--- src/scg_pkg.sv ---
// Purpose: constants for the system clock gear and protect block
// Assumes: 32-bit apb, one register per aligned word
// Notes: printed offsets are word indexes; byte address is four times
package scg_pkg;
   // =========================================
   // register indexes (byte address = 4 * index)
   localparam logic [13:0] IDX_OSC = 14'h10e0;
   localparam logic [13:0] IDX_SRC = 14'h10e1;
   localparam logic [13:0] IDX_WCF = 14'h10e2;
   localparam logic [13:0] IDX_STA = 14'h10e3;
   localparam logic [13:0] IDX_KA = 14'h10e4;
   localparam logic [13:0] IDX_KB = 14'h10e5;
   // =========================================
   // field positions
   localparam int B_HEN = 7;
   localparam int B_LEN = 6;
   localparam int B_WUP = 2;
   localparam int B_SRC = 3;
   localparam int B_WSEL = 4;
   localparam int B_PIN = 0;
   localparam int B_PROT = 7;
   localparam int B_EXT = 2;
   localparam int B_HDRV = 1;
   localparam int B_LDRV = 0;
   // =========================================
   // reset values and codes
   localparam logic [2:0] RST_GEAR = 3'h4;
   localparam logic [1:0] RST_WSEL = 2'h2;
   localparam logic [7:0] KEY_P = 8'h5a;
   localparam logic [7:0] KEY_Q = 8'ha5;
   localparam int WARM_EXP_S = 8;
   localparam int WARM_EXP_M = 14;
   localparam int WARM_EXP_L = 16;
   typedef enum logic [1:0] {KS_IDLE, KS_1A, KS_1B, KS_2A} scg_key_t;
endpackage

--- src/scg_clock_ctrl.sv ---
// Purpose: system clock select, gear, warm-up timer, write protection
// Assumes: oscillator clocks are sampled as synchronous inputs of mclk_i
// Notes: clocks leave as one-cycle enables of mclk_i
// How it works
// - system clock from high or low oscillator
// - gear divides high clock by 1..16
// - reset: both on, high source, gear 100
// - warm-up counts 2^8, 2^14 or 2^16
// - warm-up counts target oscillator edges only
// - writing start bit clears and starts warm-up
// - each oscillator runs per its enable bit, the high one only with external clock off
// - high drive bit zero weakens drive
// - low drive bit zero weakens drive
// - external clock: oscillator off, out pin high
// - protection blocks writes to clock registers
// - two ordered key pairs toggle protection
// - protection state readable in status register
// - protection off after reset
// - protected write raises violation request
// - start bit zero ignored, reads busy
// - pin-state bit picks standby pin behaviour
module scg_clock_ctrl
   import scg_pkg::*;
#(
   parameter int WARM_S = 1 << WARM_EXP_S,
   parameter int WARM_M = 1 << WARM_EXP_M,
   parameter int WARM_L = 1 << WARM_EXP_L
) (
   input wire logic mclk_i,
   input wire logic resetn_i,
   input wire logic psel_i,
   input wire logic penable_i,
   input wire logic pwrite_i,
   input wire logic [15:0] paddr_i,
   input wire logic [31:0] pwdata_i,
   output logic [31:0] prdata_o,
   output logic pready_o,
   output logic pslverr_o,
   input wire logic high_freq_clock_i,
   input wire logic low_freq_clock_i,
   input wire logic ext_protected_write_i,
   output logic high_osc_run_o,
   output logic low_osc_run_o,
   output logic high_osc_drive_o,
   output logic low_osc_drive_o,
   output logic external_clock_select_o,
   output logic high_osc_out_pin_o,
   output logic standby_pin_hold_o,
   output logic protect_on_o,
   output logic gear_clock_en_o,
   output logic sys_clock_en_o,
   output logic protect_violation_irq_o
);
   // =========================================
   // register state
   logic high_osc_enable;
   logic low_osc_enable;
   logic clock_source_select;
   logic [2:0] gear_select;
   logic [2:0] gear_act;
   logic [1:0] warmup_select;
   logic pin_state;
   logic high_osc_drive;
   logic low_osc_drive;
   logic external_clock_select;
   logic protect;
   scg_key_t key_st;
   logic warm_busy;
   logic [16:0] warm_cnt;
   logic hf_q;
   logic lf_q;
   logic [3:0] div_cnt;
   logic half;

   // =========================================
   // bus decode
   logic [13:0] idx;
   logic mapped;
   logic acc;
   logic wr;
   logic guarded;
   logic blocked;
   logic wr_ok;
   logic [7:0] wb;
   logic hf_edge;
   logic lf_edge;
   logic tgt_edge;
   logic gear_tick;
   logic src_tick;
   logic [16:0] warm_lim;

   assign idx = paddr_i[15:2];
   assign mapped = (idx >= IDX_OSC) && (idx <= IDX_KB);
   assign acc = psel_i && penable_i && pready_o;
   assign wr = acc && pwrite_i && mapped;
   assign wb = pwdata_i[7:0];
   // key registers stay writable so protection can be lifted
   assign guarded = (idx == IDX_OSC) || (idx == IDX_SRC) || (idx == IDX_WCF) || (idx == IDX_STA);
   assign blocked = wr && guarded && protect;
   assign wr_ok = wr && !blocked;

   // gear mask: code n divides by 2^n, codes above 100 act as 100
   function automatic logic [3:0] gear_mask(input logic [2:0] g);
      logic [3:0] m;
      m = 4'hf;
      if (g < 3'h4) begin
         m = 4'((5'h1 << g) - 5'h1);
      end
      return m;
   endfunction

   // warm-up length for the select code; 00 ends at once
   function automatic logic [16:0] warm_len(input logic [1:0] s);
      logic [16:0] n;
      case (s)
         2'h1: n = 17'(WARM_S);
         2'h2: n = 17'(WARM_M);
         2'h3: n = 17'(WARM_L);
         default: n = 17'h0;
      endcase
      return n;
   endfunction

   assign hf_edge = high_freq_clock_i && !hf_q && high_osc_enable;
   assign lf_edge = low_freq_clock_i && !lf_q && low_osc_enable;
   assign tgt_edge = clock_source_select ? hf_edge : lf_edge;
   assign gear_tick = hf_edge && ((div_cnt & gear_mask(gear_act)) == gear_mask(gear_act));
   assign src_tick = clock_source_select ? lf_edge : gear_tick;
   assign warm_lim = warm_len(warmup_select);

   // =========================================
   // apb slave: one wait state, answer from flops
   always_ff @(posedge mclk_i or negedge resetn_i) begin
      if (!resetn_i) begin
         pready_o <= 1'b0;
         pslverr_o <= 1'b0;
         prdata_o <= 32'h0;
      end else if (psel_i && penable_i && !pready_o) begin
         pready_o <= 1'b1;
         pslverr_o <= !mapped;
         prdata_o <= 32'h0;
         if (!pwrite_i) begin
            case (idx)
               IDX_OSC: begin
                  prdata_o[B_HEN] <= high_osc_enable;
                  prdata_o[B_LEN] <= low_osc_enable;
                  prdata_o[B_WUP] <= warm_busy;
               end
               IDX_SRC: begin
                  prdata_o[B_SRC] <= clock_source_select;
                  prdata_o[2:0] <= gear_select;
               end
               IDX_WCF: begin
                  prdata_o[B_WSEL+1:B_WSEL] <= warmup_select;
                  prdata_o[B_PIN] <= pin_state;
               end
               IDX_STA: begin
                  prdata_o[B_PROT] <= protect;
                  prdata_o[B_EXT] <= external_clock_select;
                  prdata_o[B_HDRV] <= high_osc_drive;
                  prdata_o[B_LDRV] <= low_osc_drive;
               end
               default: prdata_o <= 32'h0;
            endcase
         end
      end else begin
         pready_o <= 1'b0;
         pslverr_o <= 1'b0;
      end
   end

   // =========================================
   // control registers, guarded by protection
   always_ff @(posedge mclk_i or negedge resetn_i) begin
      if (!resetn_i) begin
         high_osc_enable <= 1'b1;
         low_osc_enable <= 1'b1;
         clock_source_select <= 1'b0;
         gear_select <= RST_GEAR;
         warmup_select <= RST_WSEL;
         pin_state <= 1'b0;
         high_osc_drive <= 1'b1;
         low_osc_drive <= 1'b1;
         external_clock_select <= 1'b0;
      end else if (wr_ok) begin
         case (idx)
            IDX_OSC: begin
               high_osc_enable <= wb[B_HEN];
               low_osc_enable <= wb[B_LEN];
            end
            IDX_SRC: begin
               clock_source_select <= wb[B_SRC];
               gear_select <= wb[2:0];
            end
            IDX_WCF: begin
               warmup_select <= wb[B_WSEL+1:B_WSEL];
               pin_state <= wb[B_PIN];
            end
            IDX_STA: begin
               external_clock_select <= wb[B_EXT];
               high_osc_drive <= wb[B_HDRV];
               low_osc_drive <= wb[B_LDRV];
            end
            default: ;
         endcase
      end
   end

   // =========================================
   // double key; any other write sends detection to idle, or to KS_1A if it is KEY_P to IDX_KA outside KS_1B
   always_ff @(posedge mclk_i or negedge resetn_i) begin
      if (!resetn_i) begin
         key_st <= KS_IDLE;
         protect <= 1'b0;
      end else if (wr) begin
         key_st <= KS_IDLE;
         case (key_st)
            KS_IDLE: if (idx == IDX_KA && wb == KEY_P) key_st <= KS_1A;
            KS_1A: if (idx == IDX_KB && wb == KEY_Q) key_st <= KS_1B;
            KS_1B: if (idx == IDX_KA && wb == KEY_Q) key_st <= KS_2A;
            KS_2A: if (idx == IDX_KB && wb == KEY_P) protect <= !protect;
            default: key_st <= KS_IDLE;
         endcase
         if (key_st != KS_1B && idx == IDX_KA && wb == KEY_P) key_st <= KS_1A;
      end
   end

   // =========================================
   // violation request: one pulse per refused write
   always_ff @(posedge mclk_i or negedge resetn_i) begin
      if (!resetn_i) begin
         protect_violation_irq_o <= 1'b0;
      end else begin
         protect_violation_irq_o <= blocked || (ext_protected_write_i && protect);
      end
   end

   // =========================================
   // warm-up timer; a zero written to the start bit does nothing
   always_ff @(posedge mclk_i or negedge resetn_i) begin
      if (!resetn_i) begin
         warm_busy <= 1'b0;
         warm_cnt <= 17'h0;
      end else if (wr_ok && idx == IDX_OSC && wb[B_WUP]) begin
         warm_cnt <= 17'h0;
         warm_busy <= (warm_lim != 17'h0);
      end else if (warm_busy && tgt_edge) begin
         warm_cnt <= warm_cnt + 17'h1;
         if (warm_cnt + 17'h1 >= warm_lim) warm_busy <= 1'b0;
      end
   end

   // =========================================
   // oscillator edge sampling and gear divider
   always_ff @(posedge mclk_i or negedge resetn_i) begin
      if (!resetn_i) begin
         hf_q <= 1'b0;
         lf_q <= 1'b0;
      end else begin
         hf_q <= high_freq_clock_i;
         lf_q <= low_freq_clock_i;
      end
   end

   // new gear waits for the divider to wrap, so it lands late
   always_ff @(posedge mclk_i or negedge resetn_i) begin
      if (!resetn_i) begin
         div_cnt <= 4'h0;
         gear_act <= RST_GEAR;
      end else if (hf_edge) begin
         div_cnt <= div_cnt + 4'h1;
         if (div_cnt == 4'hf) gear_act <= gear_select;
      end
   end

   // system clock is the chosen source halved
   always_ff @(posedge mclk_i or negedge resetn_i) begin
      if (!resetn_i) begin
         half <= 1'b0;
         gear_clock_en_o <= 1'b0;
         sys_clock_en_o <= 1'b0;
      end else begin
         gear_clock_en_o <= gear_tick;
         sys_clock_en_o <= src_tick && half;
         if (src_tick) half <= !half;
      end
   end

   // =========================================
   // pin-side outputs
   always_ff @(posedge mclk_i or negedge resetn_i) begin
      if (!resetn_i) begin
         high_osc_run_o <= 1'b1;
         low_osc_run_o <= 1'b1;
         high_osc_drive_o <= 1'b1;
         low_osc_drive_o <= 1'b1;
         external_clock_select_o <= 1'b0;
         high_osc_out_pin_o <= 1'b0;
         standby_pin_hold_o <= 1'b0;
         protect_on_o <= 1'b0;
      end else begin
         high_osc_run_o <= high_osc_enable && !external_clock_select;
         low_osc_run_o <= low_osc_enable;
         high_osc_drive_o <= high_osc_drive;
         low_osc_drive_o <= low_osc_drive;
         external_clock_select_o <= external_clock_select;
         high_osc_out_pin_o <= external_clock_select;
         standby_pin_hold_o <= pin_state;
         protect_on_o <= protect;
      end
   end
endmodule

--- config.mk ---
export PLATFORM = sky130hd
export DESIGN_NAME = scg_clock_ctrl
export DESIGN_NICKNAME = d
export VERILOG_FILES = /design/src/scg_pkg.sv /design/src/scg_clock_ctrl.sv
export SDC_FILE = /design/constraint.sdc
export NUM_CORES = 1
export LEC_CHECK = 0
export BUFFER_PORTS_ARGS = -buffer_cell sky130_fd_sc_hd__buf_2
export CAP_MARGIN = 20
export CORE_ASPECT_RATIO = 0.75
export CORE_MARGIN = 2
export CORE_UTILIZATION = 47
export DETAILED_ROUTE_END_ITERATION = 8
export GPL_TIMING_DRIVEN = 0
export PLACE_DENSITY = 0.74
export SLEW_MARGIN = 25
export SYNTH_ARGS = -nofsm -noshare
export SYNTH_HDL_FRONTEND = slang
export SYNTH_SLANG_ARGS = --single-unit
--- constraint.sdc ---
create_clock -name mclk_i -period 2 [get_ports mclk_i]
set_input_delay 0.2 -clock mclk_i [delete_from_list [all_inputs] [get_ports mclk_i]]
set_output_delay 0.2 -clock mclk_i [all_outputs]
set_load 0.05 [all_outputs]
==> metrics.csv <==
stage;metric;value;unit
status;outcome;finished, violations left;
status;violations;setup timing;
critical_path;endpoint;warm_busy$_DFFE_PN0P_;
logic_synthesis;synth_most_common_cell;dfrtp_1;
final_layout;fin_cells;538;
floorplan;core;6960;um^2
final_layout;drive_gt1_frac;0.386;
floorplan;fp.dieW;103;um
sta;tightest_slew;0.770;ns
sta;rsz0062_at_grt;yes;
critical_path;r2r-start;warm_cnt[1]$_DFFE_PN0P_;
cts;clk_pin_slew;0.07;ns
sta;max_freq;472;MHz
placed_design;hpwl;5.37;mm
sta;drv_slew;0;
floorplan;num_io_pins;101;
critical_path;cp-end-kind;register;
placed_design;gp_congestion;0.806;
critical_path;crit_required;2.22;ns
placed_design;dpl_cell_area;3930;um^2
placed_design;dpl.cell_count;505;
floorplan;start_util;0.495;
logic_synthesis;synth_compound_area_frac;0.0766;
global_routing;grt_start_max_net_pins;64;
logic_synthesis;synth_area_leaders;dfrtp_1 38%, dfstp_2 8.4%, buf_4 5.9%;
logic_synthesis;netlist_instances;335;
logic_synthesis;async_reset_ff_frac;1.00;
power;irDropWorstVdd;0.000328;V
logic_synthesis;synth_ff_type;dfrtp_1;
sta;fin_crit;2.12;ns
final_layout;postLayoutCellArea;4350;um^2
cts;clkSinkCount;63;
power;power.leakage;2.15;nW
critical_path;r2r_slack;-0.12;ns
logic_synthesis;synth-simple-area-share;0.218;
routing;highest_layer;met4;
floorplan;rows;26;
logic_synthesis;synth_area_per_cell;10.3;um^2
sta;slew_headroom;0.487;
critical_path;cp-start-kind;register;
logic_synthesis;synth_xor_area_frac;0.0687;
critical_path;worstSetupPathType;register to register;
final_layout;area_delta_synth_final;26.3;%
logic_synthesis;synthDominantCellAreaShare;0.378;
logic_synthesis;netlist_area;3440;um^2
cts;cts_tree;done;
global_routing;grt_pass1_wl;12.5;mm
routing;wl_met2;3.52;mm
logic_synthesis;ys_seq_area_frac;0.462;
final_layout;diodes;0;
logic_synthesis;synth_edf_count;0;
routing;post-route-drc-count;0;
sta;setup_viol;1;
cts;cts_buffers;9;
cts;clock_latency;0.34;ns
cts;cts_buffer_depth;2;
routing;drtPass1Iterations;4;
logic_synthesis;synth_top_family_by_area;simple AND/OR/NAND/NOR gates;
critical_path;startpoint;warm_cnt[1]$_DFFE_PN0P_;
global_routing;grt-ovfl-total;0;
cts;htreeDepth;3;
critical_path;worstPathArrival;2.34;ns
routing;drt-met1-wl;3.66;mm
floorplan;die_y;78.1;um
logic_synthesis;synth_cell_types;55;
global_routing;grt.total_usage;0.199;
routing;drt-total-wl;7.75;mm
sta;finalHoldViolCount;0;
min_path;worstHoldStart;ext_protected_write_i;
cts;cts_root_buf;clkbuf_8;
logic_synthesis;muxShareOfSynthArea;0.0734;
placed_design;io_buffers;49;
power;p_per_area;589;nW/um^2
final_layout;fin_nets;497;
critical_path;r2r_cells;11;
logic_synthesis;synth_largest_area_cell;dfrtp_1;
logic_synthesis;ys_ff_latch;63;
job;cap_violations;0;
critical_path;r2r-end;warm_busy$_DFFE_PN0P_;
sta;final.period_utilization;1.06;
logic_synthesis;yosysWarnings;0;
global_routing;antenna_found_initial;0;
routing;vias;2757;
min_path;hold_depth;2;
routing;drt.antenna.violating_nets;0;
routing;initialDrtViolationCount;139;
sta;clock_skew;0.00774;ns
logic_synthesis;synthAdderAreaFrac;0.0218;
min_path;min_path_type;input port to register;
global_routing;first_global_vias;2541;
routing;wl_met3;477;um
routing;wire_per_inst;14.4;um
logic_synthesis;synth_common_cells;52 x dfrtp_1, 34 x nor2_1, 33 x nand2_1;
floorplan;die-area;8040;um^2
sta;worst_slack;-0.119;ns
routing;routed_via_density;5.12;
critical_path;cp_max_fo;3;
logic make-up after synthesis:
kind of cell	after synthesis
simple gates	135
flops	63
buf+inv	42
compound gates	38
xor+xnor	27
mux	23
fa+ha+maj	6
other cells	1
stage by stage:
step	hold WS [ns]	TNS [ns]	util	power, mW	setup WS (ns)
3_3_place_gp	0.334	-0.214	0.564	1.54	-0.214
6_report	0.0740	-0.119	0.625	2.56	-0.119
3_5_place_dp	0.332	-0.356	0.564	1.55	-0.249
5_1_grt	0.0649	-0.316	0.625	2.66	-0.199
2_1_floorplan	-0.0956	0	-	1.47	0.00740
4_1_cts	0.0663	-0.0618	0.612	2.57	-0.0618
layout by cell type, fill, tap and decap left out, drive strengths merged, types with 5 or more instances in the layout:
cell and n:
and3 5, buf 94, clkbuf 19, conb 24
dfrtp 52, dfstp 11, ha 6, inv 5
mux2 18, mux2i 5, nand2 33, nand3 12
nand4 12, nor2 35, nor2b 6, nor3 5
nor4bb 5, o21ai 11, xnor2 12, xor2 15
power by group:
part	total, mW	internal [mW]	switching (mW)	leakage (nW)
Sequential	1.28	1.28	0.00267	0.821
Clock	1.03	0.547	0.483	0.0954
Combinational	0.249	0.0714	0.177	1.23
Total	2.56	1.90	0.663	2.15
per-layer routing:
metal / global-route usage / up-vias
li1: - / 1323
met3: 0.0614 / 12
met1: 0.286 / 1330
met4: 0.0355 / 0
met5: 0 / -
met2: 0.301 / 92
repair_timing:
| item | in CTS | in global routing |
|---|---|---|
| hold buffers | 3 | 0 |
| endpoints found under the setup margin | 3 | 20 |
| cloned | 0 | 0 |
| pin swaps | 10 | 9 |
| setup buffers | 8 | 6 |
| resized for setup | 17 | 14 |
| hold endpoints to repair | 54 | 0 |
worst min-delay path by stage:
stage / to / slack, ns
after floorplan: clock_source_select$_DFFE_PN0P_ / -0.1
after global placement: hf_q$_DFF_PN0_ / 0.33
after detailed placement: warm_cnt[5]$_DFFE_PN0P_ / 0.33
after CTS: protect_violation_irq_o$_DFF_PN0_ / 0.07
after global routing: protect_violation_irq_o$_DFF_PN0_ / 0.06
final: protect_violation_irq_o$_DFF_PN0_ / 0.07
cell type report:
cell class | count | area, um^2
inverters | 5 | 18.8
plain buffers | 37 | 268
multi-input cells | 253 | 1770
repair buffers | 66 | 387
well taps | 98 | 123
flip-flops and latches | 63 | 1600
clock buffers | 13 | 169
fillers | 610 | 2610
clock inverters | 3 | 17.5
state kept, by name, summed over array words and instances (netlist names), 2 cells and up:
register / flops
div_cnt: 4
gear_act: 3
warmup_select: 2
gear_select: 3
warm_cnt: 17
prdata_o: 8
key_st: 2
critical path, cell delays in order (launching register included):
cell and delay [ns]:
dfrtp_1 0.39, ha_4 0.17, nand3_4 0.07, nor2_4 0.15, nand4_1 0.13, xnor2_1 0.17, ha_1 0.33, nand3_1 0.10
nor2_1 0.10, o2111ai_1 0.14, mux2i_1 0.17, o21ai_1 0.09
No activity file was read; power rests on OpenSTA's default activity.
